## src/core/pssr_pkg.sv

```systemverilog
package pssr_pkg;
  localparam logic [7:0] ADDR_DATAPATH_CTRL2 = 8'h1A;
  localparam logic [7:0] ADDR_BC_ERR_COUNT   = 8'h1B;
  localparam logic [7:0] ADDR_PIN_STATUS1    = 8'h1C;
  localparam logic [7:0] ADDR_PIN_STATUS2    = 8'h1D;
  localparam logic [7:0] ADDR_PORT_SELECT    = 8'h1E;

  localparam logic [7:0] RST_DATAPATH_CTRL2  = 8'h01;
  localparam logic [7:0] RST_BC_ERR_COUNT    = 8'h00;
  localparam logic [7:0] RST_PORT_SELECT     = 8'h01;

  // Field positions
  localparam int BIT_SURROUND      = 0;
  localparam int BIT_WIDE_PAYLOAD  = 1;
  localparam int BIT_SEC_AUDIO     = 3;
  localparam int BIT_PRI_PORT_SEL  = 0;
  localparam int BIT_SEC_PORT_SEL  = 1;
  localparam int BIT_SECOND_ADDR   = 2;
  localparam int BIT_AUDIO_CFG_HI  = 3;
  localparam int BIT_AUDIO_CFG_LO  = 0;

  localparam logic [7:0] ERR_COUNT_MAX     = 8'hFF;
  localparam int         PAYLOAD_NARROW    = 24;
  localparam int         PAYLOAD_WIDE      = 28;

  typedef enum logic [1:0] {
    PSSR_AUDIO_TWO_CH,
    PSSR_AUDIO_FOUR_CH,
    PSSR_AUDIO_SURROUND
  } pssr_audio_mode_t;

  typedef struct packed {
    logic       wr;
    logic       rd;
    logic [6:0] slave_id;
    logic [7:0] addr;
    logic [7:0] wdata;
  } pssr_access_t;

  typedef struct packed {
    logic port0_wr;
    logic port1_wr;
    logic port1_rd;
    logic primary_hit;
    logic second_hit;
  } pssr_steer_t;

  typedef struct packed {
    logic       aux_pin_eight;
    logic       aux_pin_seven;
    logic       aux_pin_six;
    logic       aux_pin_five;
    logic [3:0] io_pin;
  } pssr_pins_t;
endpackage

```

## src/core/pssr_regs.sv

```systemverilog
`timescale 1ns/1ps
module pssr_regs (
  input  wire logic                  mclk_in,          // 40 MHz clock
  input  wire logic                  arst_n_in,        // Async reset, low
  input  wire pssr_pkg::pssr_access_t acc_in,          // Decoded I2C access
  input  wire logic [6:0]            device_id_in,     // Own 7-bit address
  input  wire logic [7:0]            audio_cfg_in,     // Audio config reg
  input  wire logic                  aux_audio_in,     // Secondary audio on
  input  wire logic                  repeater_in,      // Repeater operation
  input  wire logic                  inband_ovr_en_in, // In-band override on
  input  wire logic                  inband_multi_in,  // In-band multichannel
  input  wire logic                  bist_active_in,   // Self test running
  input  wire logic                  bist_start_in,    // New run, pulse
  input  wire logic                  bc_err_clear_in,  // Counter clear, pulse
  input  wire logic                  bc_crc_err_in,    // CRC error, pulse
  input  wire pssr_pkg::pssr_pins_t  pins_in,          // Async pin levels
  output logic [7:0]                 rd_data_out,      // Read data, reg
  output logic                       rd_valid_out,     // Read data valid
  output pssr_pkg::pssr_steer_t      steer_out,        // Port steering
  output logic                       reg_hit_out,      // Local reg selected
  output logic                       wide_payload_select_out, // 28-bit mode
  output logic [4:0]                 payload_bits_out, // Data bit count
  output logic                       sync_ctrl_en_out, // Carry sync controls
  output pssr_pkg::pssr_audio_mode_t audio_mode_out,   // Audio channel mode
  output logic                       island_only_out,  // Island transport
  output logic                       second_address_enable_out // Second addr
);
  logic [7:0]          dp_ctrl;
  logic [7:0]          port_sel;
  logic [7:0]          backchannel_crc_errors;
  pssr_pkg::pssr_pins_t pins_meta;
  pssr_pkg::pssr_pins_t pins_sync;
  logic                multichannel;
  logic                wr_local;
  logic                rd_local;
  logic [7:0]          next_rd_data;

  // Pins are asynchronous; second stage is the only reader of the first
  always_ff @(posedge mclk_in or negedge arst_n_in) begin
    if (!arst_n_in) begin
      pins_meta <= '0;
      pins_sync <= '0;
    end else begin
      pins_meta <= pins_in;
      pins_sync <= pins_meta;
    end
  end

  // Address decode and port steering
  always_comb begin
    steer_out.primary_hit = acc_in.slave_id == device_id_in;
    steer_out.second_hit  = port_sel[pssr_pkg::BIT_SECOND_ADDR] &&
                            acc_in.slave_id == 7'(device_id_in + 7'h1);
    steer_out.port0_wr = 1'b0;
    steer_out.port1_wr = 1'b0;
    steer_out.port1_rd = 1'b0;
    if (steer_out.second_hit) begin
      steer_out.port1_wr = acc_in.wr;
      steer_out.port1_rd = 1'b1;
    end else if (steer_out.primary_hit) begin
      if (port_sel[pssr_pkg::BIT_SECOND_ADDR]) begin
        steer_out.port0_wr = acc_in.wr;
      end else begin
        steer_out.port0_wr = acc_in.wr &&
          (port_sel[pssr_pkg::BIT_PRI_PORT_SEL] ||
           !port_sel[pssr_pkg::BIT_SEC_PORT_SEL]);
        steer_out.port1_wr = acc_in.wr &&
          port_sel[pssr_pkg::BIT_SEC_PORT_SEL];
        steer_out.port1_rd = port_sel[pssr_pkg::BIT_SEC_PORT_SEL];
      end
    end
  end

  // Shared registers: reachable from either address
  assign reg_hit_out = (steer_out.primary_hit || steer_out.second_hit) &&
                       acc_in.addr >= pssr_pkg::ADDR_DATAPATH_CTRL2 &&
                       acc_in.addr <= pssr_pkg::ADDR_PORT_SELECT;
  assign wr_local    = reg_hit_out && acc_in.wr;
  assign rd_local    = reg_hit_out && acc_in.rd;

  always_ff @(posedge mclk_in or negedge arst_n_in) begin
    if (!arst_n_in) begin
      dp_ctrl <= pssr_pkg::RST_DATAPATH_CTRL2;
    end else if (wr_local &&
                 acc_in.addr == pssr_pkg::ADDR_DATAPATH_CTRL2) begin
      dp_ctrl <= acc_in.wdata & 8'h03;
    end
  end

  always_ff @(posedge mclk_in or negedge arst_n_in) begin
    if (!arst_n_in) begin
      port_sel <= pssr_pkg::RST_PORT_SELECT;
    end else if (wr_local && acc_in.addr == pssr_pkg::ADDR_PORT_SELECT) begin
      port_sel <= acc_in.wdata & 8'h07;
    end
  end

  // Clear wins over a same-cycle error: the error belongs to the old run
  always_ff @(posedge mclk_in or negedge arst_n_in) begin
    if (!arst_n_in) begin
      backchannel_crc_errors <= pssr_pkg::RST_BC_ERR_COUNT;
    end else if (bist_start_in || bc_err_clear_in) begin
      backchannel_crc_errors <= pssr_pkg::RST_BC_ERR_COUNT;
    end else if (bist_active_in && bc_crc_err_in &&
                 backchannel_crc_errors != pssr_pkg::ERR_COUNT_MAX) begin
      backchannel_crc_errors <= backchannel_crc_errors + 8'h01;
    end
  end

  always_comb begin
    next_rd_data = 8'h00;
    case (acc_in.addr)
      pssr_pkg::ADDR_DATAPATH_CTRL2: begin
        next_rd_data = {4'h0, aux_audio_in, 1'b0, dp_ctrl[1:0]};
      end
      pssr_pkg::ADDR_BC_ERR_COUNT: begin
        next_rd_data = backchannel_crc_errors;
      end
      pssr_pkg::ADDR_PIN_STATUS1: begin
        next_rd_data = {pins_sync.aux_pin_seven, pins_sync.aux_pin_six,
                        pins_sync.aux_pin_five, 1'b0,
                        pins_sync.io_pin};
      end
      pssr_pkg::ADDR_PIN_STATUS2: begin
        next_rd_data = {7'h00, pins_sync.aux_pin_eight};
      end
      pssr_pkg::ADDR_PORT_SELECT: begin
        next_rd_data = port_sel;
      end
      default: begin
        next_rd_data = 8'h00;
      end
    endcase
  end

  always_ff @(posedge mclk_in or negedge arst_n_in) begin
    if (!arst_n_in) begin
      rd_data_out  <= 8'h00;
      rd_valid_out <= 1'b0;
    end else begin
      rd_valid_out <= rd_local;
      if (rd_local) begin
        rd_data_out <= next_rd_data;
      end
    end
  end

  // Repeater override is on by default through inband_ovr_en_in
  assign multichannel = (repeater_in && inband_ovr_en_in) ?
                        inband_multi_in :
                        dp_ctrl[pssr_pkg::BIT_SURROUND];

  assign wide_payload_select_out = dp_ctrl[pssr_pkg::BIT_WIDE_PAYLOAD];
  assign payload_bits_out = wide_payload_select_out ?
    5'(pssr_pkg::PAYLOAD_WIDE) : 5'(pssr_pkg::PAYLOAD_NARROW);
  assign sync_ctrl_en_out = !wide_payload_select_out;

  always_comb begin
    if (multichannel) begin
      audio_mode_out = pssr_pkg::PSSR_AUDIO_SURROUND;
    end else if (audio_cfg_in[pssr_pkg::BIT_AUDIO_CFG_HI] ||
                 audio_cfg_in[pssr_pkg::BIT_AUDIO_CFG_LO]) begin
      audio_mode_out = pssr_pkg::PSSR_AUDIO_FOUR_CH;
    end else begin
      audio_mode_out = pssr_pkg::PSSR_AUDIO_TWO_CH;
    end
  end

  // No other surround transport exists
  assign island_only_out = multichannel;
  assign second_address_enable_out =
    port_sel[pssr_pkg::BIT_SECOND_ADDR];
endmodule

```

## config.mk

```make
export PLATFORM = sky130hd
export DESIGN_NAME = pssr_regs
export DESIGN_NICKNAME = d
export VERILOG_FILES = /design/src/core/pssr_pkg.sv /design/src/core/pssr_regs.sv
export SDC_FILE = /design/constraint.sdc
export NUM_CORES = 1
export LEC_CHECK = 0
export BUFFER_PORTS_ARGS = -buffer_cell sky130_fd_sc_hd__buf_4
export CAP_MARGIN = 10
export CORE_MARGIN = 5
export CORE_UTILIZATION = 43
export DETAILED_ROUTE_END_ITERATION = 10
export GPL_ROUTABILITY_DRIVEN = 0
export GPL_TIMING_DRIVEN = 0
export PLACE_DENSITY = 0.76
export SYNTH_ARGS = -nofsm -noshare
export SYNTH_HDL_FRONTEND = slang
export SYNTH_SLANG_ARGS = --single-unit
```

## constraint.sdc

```tcl
create_clock -name mclk_in -period 2.1 [get_ports mclk_in]
set_clock_uncertainty 0.2 [all_clocks]
set_input_delay 0.105 -clock mclk_in [delete_from_list [all_inputs] [get_ports mclk_in]]
set_output_delay 0.105 -clock mclk_in [all_outputs]
set_load 0.03 [all_outputs]
```

# --- After elaboration in Yosys (flattened, before gate mapping) ---
# Index checks and enable logic that the tools add are counted.
totals:
  ff_bits: 38
  inputBits: 58
  word_cells: 58
op_classes:
  add_sub_neg: 2
  order_cmp: 2
  eq_ne: 8
  muxes: 12
  reduce_logical: 19
ops:
  columns: ["op", "n"]
  rows:
  - ["8-bit by 5-bit == test with 1-bit output, second input constant", 5]
  - ["8-bit one-hot mux with 5 select lines", 1]
  - ["8-bit 2-to-1 mux", 2]
  - ["7-bit == test", 2]
  - ["1-bit logical AND", 12]
  - ["8-bit by 1-bit adder with 8-bit output, second input constant", 1]
  - ["8-bit by 5-bit greater-or-equal comparator with 1-bit output, second input constant", 1]
  - ["8-bit by 5-bit <= comparator with 1-bit output, second input constant", 1]
  - ["8-bit inequality test, second input constant", 1]
  - ["7-bit by 1-bit adder with 7-bit output, second input constant", 1]
  - ["2-bit 2-to-1 mux", 3]
  - ["3-bit 2-to-1 mux", 2]
  - ["1-bit logical OR", 4]
  - ["1-bit 2-to-1 mux", 4]
  - ["1-bit logical NOT", 2]
  - ["2-bit nonzero test", 1]

# --- Logic depth before layout (Yosys ltp) ---
# Gate-level depths: netlist of the first run.
logic_depth:
  word_depth: 8
  depth_mapped: 7
  ltp_nobuf: 7

# --- Least setup slack after synthesis of the first run ---
# OpenSTA, ideal clock, no wires.
synth_timing:
  path_kind: "input -> register"
  startpoint: "input device_id_in[0]"
  endpoint: "register rd_data_out[0]"
  setup_ns: 0.125
  t_arrival_ns: 2.211
  t_required_ns: 1.775
  path_slack_ns: -0.436
  stages: 6
  path_buffers: 0
  path_cell_list: "ha_1 > or4_1 > a211oi_2 > o311ai_2 > a2111oi_4 > mux2_2"
synth_between:
  elab_chain_cells: 7
synth_lines:
  columns: ["item", "line", "text"]
  rows:
  - ["start, declared", "pssr_regs.sv:6", "input wire logic [6:0] device_id_in,"]
  - ["7-bit by 1-bit adder with 7-bit output", "pssr_regs.sv:53", "acc_in.slave_id == 7'(device_id_in + 7'h1);"]
  - ["7-bit == test", "pssr_regs.sv:53", null]
  - ["1-bit logical AND", "pssr_regs.sv:52", "steer_out.second_hit = port_sel[pssr_pkg::BIT_SECOND_ADDR] &&"]
  - ["1-bit logical OR (*)", "pssr_regs.sv:75", "assign reg_hit_out = (steer_out.primary_hit || steer_out.second_hit) &&"]
  - ["1-bit logical AND (*)", "pssr_regs.sv:75", null]
  - ["1-bit logical AND (*)", "pssr_regs.sv:76", "acc_in.addr >= pssr_pkg::ADDR_DATAPATH_CTRL2 &&"]
  - ["1-bit logical AND (*)", "pssr_regs.sv:79", "assign rd_local = reg_hit_out && acc_in.rd;"]
  - ["end signal, assigned", "pssr_regs.sv:143", "rd_data_out <= next_rd_data;"]
  - ["end, declared", "pssr_regs.sv:17", "output logic [7:0] rd_data_out,"]
# Every way passes the cells marked *; elsewhere a longest branch is shown, timed or not.
# A chain may end at the register's enable or synchronous reset.

# --- Final worst setup path of the first run ---
layout_timing:
  startpoint: "input device_id_in[0]"
  endpoint: "register port_sel[1]"
layout_between:
  elab_chain_cells: 8
layout_lines:
  columns: ["item", "line", "text"]
  rows:
  - ["7-bit by 1-bit adder with 7-bit output", "pssr_regs.sv:53", null]
  - ["7-bit == test", "pssr_regs.sv:53", null]
  - ["1-bit logical AND", "pssr_regs.sv:52", null]
  - ["1-bit logical OR (*)", "pssr_regs.sv:75", null]
  - ["1-bit logical AND (*)", "pssr_regs.sv:75", null]
  - ["1-bit logical AND (*)", "pssr_regs.sv:76", null]
  - ["1-bit logical AND (*)", "pssr_regs.sv:78", "assign wr_local = reg_hit_out && acc_in.wr;"]
  - ["1-bit logical AND (*)", "pssr_regs.sv:93", "end else if (wr_local && acc_in.addr == pssr_pkg::ADDR_PORT_SELECT) begin"]
  - ["end signal, assigned", "pssr_regs.sv:92", "port_sel <= pssr_pkg::RST_PORT_SELECT;"]
  - ["end signal, assigned", "pssr_regs.sv:94", "port_sel <= acc_in.wdata & 8'h07;"]
  - ["end, declared", "pssr_regs.sv:29", "logic [7:0] port_sel;"]
# Marked as above.

==> results.cfg, run 1 <==
[clock_network]
clock_sinks = 38
clk_pin_slew_worst_paths_ns = 0.07
cts.path.max_buffers = 2
cts_buffers = 5
cts_htree_levels = 2
cts_root_buf = clkbuf_8
insertion_delay_ns = 0.29
cts_tree = built

[outcome]
violations = negative setup slack
status = finished with violations

[drt]
firstDrtPassIters = 4
drtIter0Drc = 39
ant_nets = 0
vias = 1817
drc_errors = 0
viasPerCell = 5.267
wl_um = 5233
routedWlPerCell_um = 15.17

[timing]
fin_crit_sh = 1.106
clock.fmax_mhz = 430.4
max-slew-margin-rel = 0.5848
maxSlewViolCount = 0
grt_setup_unrepaired = yes
fin_crit_ns = 2.323
worst_pin_slew_ns = 0.6190
setup_violations = 15
hold_violations = 0
fin_ws_ns = -0.2233

[grt]
grt_use_total = 0.1710
grt_max_degree = 39
gr-total-overflow = 0
grt_pass1_vias = 1884
grt_pass1_wl_um = 8507
antenna_found_initial = 0

[logic_synthesis]
synth_area_leader_cell = dfrtp_1
synth_edf_count = 0
synth_commonest_cells = dfrtp_1, nor2_1, mux2_2
seq_area_frac_synth = 0.4777
synthTopCellsByArea = dfrtp_1, mux2_2, nor2_1, xor2_1, dfstp_2
synth_flop_cell = dfrtp_1
synth_top_area_frac = 0.4514
yosys_warnings = 0
synth_most_common_cell = dfrtp_1
synth_cell_types = 42
ys_ff_latch = 38
synthesis.area_per_instance_um2 = 10.34
syn_area_mm2 = 0.001996
netlist_instances = 193
async_flop_share = 1.000

[placement]
pre_cts_slack_ns = -0.7678
dp_hpwl_um = 3559
place_area_mm2 = 0.002594
port_buffers = 65
dp_cells = 312

[final_layout]
fin_area_mm2 = 0.003045
fin_nets = 352
antenna_cells = 0
nFillCells = 326
synthToLayoutAreaGrowth_pct = 52.60
drive_above_1_share = 0.4130
finalNonFillerCells = 345

[die]
dieArea_mm2 = 0.006104
die_y_um = 78.13
fp.dieW_um = 78.13
start_util = 0.4521
num_rows = 24
ios = 84
fp.coreArea_mm2 = 0.004414

[hold_path]
hp-class = in -> reg

[worst_setup_path]
end_kind = flop
regToRegSetupSlack_ns = -0.09
critPathKind = in -> reg
arrival_ns = 2.31
worstPathRequired_ns = 2.08
worstPathMaxFanout = 6
startpoint_type = input pin

[power]
powerDensity_mw_per_mm2 = 503.9
irDropWorstVdd_uv = 522.7
p_leak_uw = 0.001383

[flow_run]
cap_viol_max_count = 0
==> final timing paths <==
path / cells past startpoint / to / startpoint
min: 5 / backchannel_crc_errors[0]$_DFFE_PN0P_ / bc_crc_err_in
max: 7 / port_sel[1]$_DFFE_PN0P_ / device_id_in[0]
max reg2reg: 5 / port_sel[1]$_DFFE_PN0P_ / port_sel[2]$_DFFE_PN0P_
min reg2reg: 0 / pins_sync[1]$_DFF_PN0_ / pins_meta[1]$_DFF_PN0_
min in group asynchronous: 2 / rd_data_out[5]$_DFFE_PN0P_ / arst_n_in
max in group asynchronous: 2 / port_sel[0]$_DFFE_PN1P_ / arst_n_in
==> per-stage QoR <==
step | utilization | total power (µW) | setup TNS [ns] | hold WS (ns)
CTS | 0.6712 | 1533 | -1.779 | 0.07423
finish | 0.6899 | 1535 | -2.240 | 0.08250
global placement | 0.5876 | 980.7 | -9.114 | -0.1055
detailed placement | 0.5876 | 984.1 | -9.353 | -0.1098
floorplan | - | 874.2 | -4.157 | -0.3906
global route | 0.6899 | 1611 | -2.749 | 0.1118
==> critical path: stages <==
cell	delay, ns
buf_8	0.10
ha_4	0.15
or4_4	0.52
a211oi_4	0.28
o311ai_4	0.17
a211oi_1	0.58
mux2_2	0.40
==> metal layers <==
| layer | track usage | vias up | routed length, µm |
|---|---|---|---|
| li1 | - | 864 | - |
| met1 | 0.1884 | 859 | 1989 |
| met2 | 0.2988 | 77 | 2634 |
| met4 | 0.07770 | 0 | 158 |
| met3 | 0.05378 | 17 | 451 |
| met5 | 0 | - | 0 |
==> flip-flops by register name (all words and copies together), names as in the netlist <==
signal / flops
backchannel_crc_errors: 8
dp_ctrl: 2
pins_meta: 8
pins_sync: 8
port_sel: 3
rd_data_out: 8
rd_valid_out: 1
==> cells in the final DEF, fill, tap and decap left out, types with 4 or more instances in the layout <==
| cell type | count |
|---|---|
| a21oi_1 | 7 |
| a22oi_1 | 6 |
| and2_1 | 4 |
| buf_4 | 78 |
| clkbuf_1 | 4 |
| clkbuf_8 | 6 |
| conb_1 | 4 |
| dfrtp_1 | 36 |
| dlygate4sd3_1 | 13 |
| inv_1 | 8 |
| mux2_2 | 5 |
| mux2_4 | 10 |
| nand2_1 | 9 |
| nand3_1 | 8 |
| nor2_1 | 23 |
| nor2b_1 | 5 |
| o21ai_0 | 5 |
| xnor2_1 | 5 |
| xor2_1 | 8 |
==> kinds of logic after synthesis <==
kind of cell               count (synthesis)  synth area share
muxes                                     18           0.09969
DFF                                       38            0.4777
and+or+nand+nor                           69            0.1749
other                                      2          0.003763
AOI/OAI and AO/OA                         31            0.1223
xor gates and xnor gates                  14           0.06144
buffers and inverters                     19           0.04764
adders and majority gates                  2           0.01254
==> area by class of cell <==
type	instances	area, µm²	area share
Tap cell	52	65.06	0.02136
Buffer	11	65.06	0.02136
Sequential cell	38	953.4	0.3131
Clock inverter	1	5.005	0.001643
Clock buffer	7	86.33	0.02835
Inverter	8	30.03	0.009860
Multi-Input combinational cell	138	1101	0.3615
Timing Repair Buffer	90	739.5	0.2428
==> power by group <==
group / leakage [µW] / internal (µW) / total [µW] / switching, µW
clock: 0.0000482 / 265 / 513 / 249
sequential: 0.000481 / 748 / 754 / 5.86
combinational: 0.000853 / 137 / 267 / 130
total: 0.00138 / 1150 / 1530 / 385
==> what timing repair did <==
action	CTS	global route
hold endpoints to repair	52	0
buffers inserted	6	6
setup endpoints to repair	18	18
gates resized for setup	22	6
gates cloned	0	0
pin swaps	8	4
hold buffers	13	0
Power figures use the tool's default switching activity.
==> run 2, diff against run 1 <==
Settings changed: CORE_ASPECT_RATIO from default to 1.25.
==> results.cfg, run 2 (synthesis results as in run 1) <==
[die]
ios = 84
die_y_um = 86.17
fp.coreArea_mm2 = 0.004459
num_rows = 27
fp.dieW_um = 70.94
dieArea_mm2 = 0.006112
start_util = 0.4475

[final_layout]
fin_util = 0.6759
synthToLayoutAreaGrowth_pct = 51.03
fin_nets = 347
antenna_cells = 0
final_common_cell = buf_4
multi_input_area_mm2 = 0.001090
nFillCells = 384
layout_common_cells = buf_4, dfrtp_1, nor2_1, dlygate4sd3_1, nand2_1
drive_above_1_share = 0.4132
regArea_um2 = 954.7

[grt]
antenna_found_initial = 0
grt_max_degree = 39
gr-total-overflow = 0
grt_use_total = 0.1738
grt_pass1_wl_um = 8500
grt_pass1_vias = 1828

[worst_setup_path]
rr_endpoint = port_sel[1]$_DFFE_PN0P_
rr_startpoint = port_sel[2]$_DFFE_PN0P_
reg2regPathDepth = 5
critPathKind = in -> reg
arrival_ns = 2.23
regToRegSetupSlack_ns = -0.02
worstPathRequired_ns = 2.07
end_kind = flop
startpoint_type = input pin
worstPathMaxFanout = 6

[drt]
firstDrtPassIters = 4
drtIter0Drc = 50
routedWlPerCell_um = 14.71
drc_errors = 0
ant_nets = 0
viasPerCell = 5.092
vias = 1762
wl_um = 5089

[power]
powerDensity_mw_per_mm2 = 534.3
irDropWorstVdd_uv = 582.4
pwr-share-comb = 0.164
clockPowerShare = 0.368
switching_share = 0.2350
netSwitchingPower_uw = 378.4
p_leak_uw = 0.001368
total_power_uw = 1610
internal_power_uw = 1232
power_frac_seq = 0.468

[clock_network]
insertion_delay_ns = 0.28
cts.path.max_buffers = 2
cts_htree_levels = 2
cts_tree = built
clock_sinks = 38
cts_root_buf = clkbuf_8
cts_buffers = 5
clk_pin_slew_worst_paths_ns = 0.07

[timing]
worst_pin_slew_ns = 0.5481
clock.fmax_mhz = 442.1
maxSlewViolCount = 0
grt_setup_unrepaired = yes
fin_crit_ns = 2.262
fin_crit_sh = 1.077
hold_violations = 0
setup_violations = 14
fin_ws_ns = -0.1622
max-slew-margin-rel = 0.6324

[hold_path]
hp-class = in -> reg
hold_end = backchannel_crc_errors[0]$_DFFE_PN0P_
whs_path_depth = 5
min_from = bc_crc_err_in

[outcome]
violations = negative setup slack
status = finished with violations

[placement]
port_buffers = 65
dp_hpwl_um = 3660

[flow_run]
cap_viol_max_count = 0
run 2: cell count changes in the layout (fill, tap and decap cells not counted), moves of 2 or more:
cell	previous run	this run
buf_6	3	0
mux2_2	5	7
mux2_4	10	8
buf_4	78	75
buf_8	1	3
run 2: how the worst max path moves through the flow:
stage	startpoint	endpoint	slack (ns)	cells past startpoint
after floorplan	device_id_in[0]	rd_data_out[0]$_DFFE_PN0P_	-0.39	6
after global placement	device_id_in[0]	rd_data_out[6]$_DFFE_PN0P_	-0.73	7
after detailed placement	device_id_in[0]	rd_data_out[6]$_DFFE_PN0P_	-0.79	7
after CTS	device_id_in[1]	rd_data_out[7]$_DFFE_PN0P_	-0.17	8
after global routing	acc_in[22]	rd_data_out[7]$_DFFE_PN0P_	-0.20	8
final	device_id_in[0]	port_sel[1]$_DFFE_PN0P_	-0.16	7
run 2: layout make-up:
cell class                 count  share of cell area
buffer                        11             0.02159
timing repair buffer          85              0.2300
sequential                    38              0.3167
clock inverter                 3             0.01328
tap                           58             0.02408
clock buffer                   5             0.02283
inverter                       8            0.009963
multi-input combinational    138              0.3616
run 2: per-layer routing:
layer	part of all wire	wire, µm	GRT usage
met1	0.37	1884	0.1954
met5	0	0	0
met2	0.55	2776	0.3181
met3	0.073	369	0.05041
met4	0.012	59	0.04615
run 2: worst max-delay path, cell delays in order:
cell	delay [ns]
buf_8	0.10
ha_4	0.15
or4_4	0.52
a211oi_4	0.26
o311ai_4	0.17
a211oi_1	0.53
mux2_2	0.40
run 2: what timing repair did:
action	4_1_cts	5_1_grt
pin swaps	6	3
buffers inserted	6	1
cloned	0	0
hold buffers	13	0
resized for setup	19	5
endpoints found under the setup margin	18	18
hold endpoints to repair	52	0
run 2: metrics by stage:
| step | TNS (ns) | instances | hold slack [ns] | cell area [µm²] | setup WS [ns] |
|---|---|---|---|---|---|
| floorplan | -4.157 | 195 | -0.3906 | 2041 | -0.3882 |
| global placement | -8.883 | 318 | -0.1093 | 2601 | -0.7303 |
| detailed placement | -9.481 | 318 | -0.1060 | 2601 | -0.7862 |
| CTS | -2.000 | 345 | 0.08579 | 2977 | -0.1732 |
| global route | -2.432 | 346 | 0.1221 | 3014 | -0.1962 |
| finish | -1.721 | 346 | 0.1040 | 3014 | -0.1622 |
run 2: power by group through the flow:
stage	clock network (µW)	registers, µW	logic, µW
after global routing	646	755	288
final	593	754	263
after detailed placement	0	768	217
after floorplan	0	766	108
after global placement	0	767	212
after CTS	610	754	256
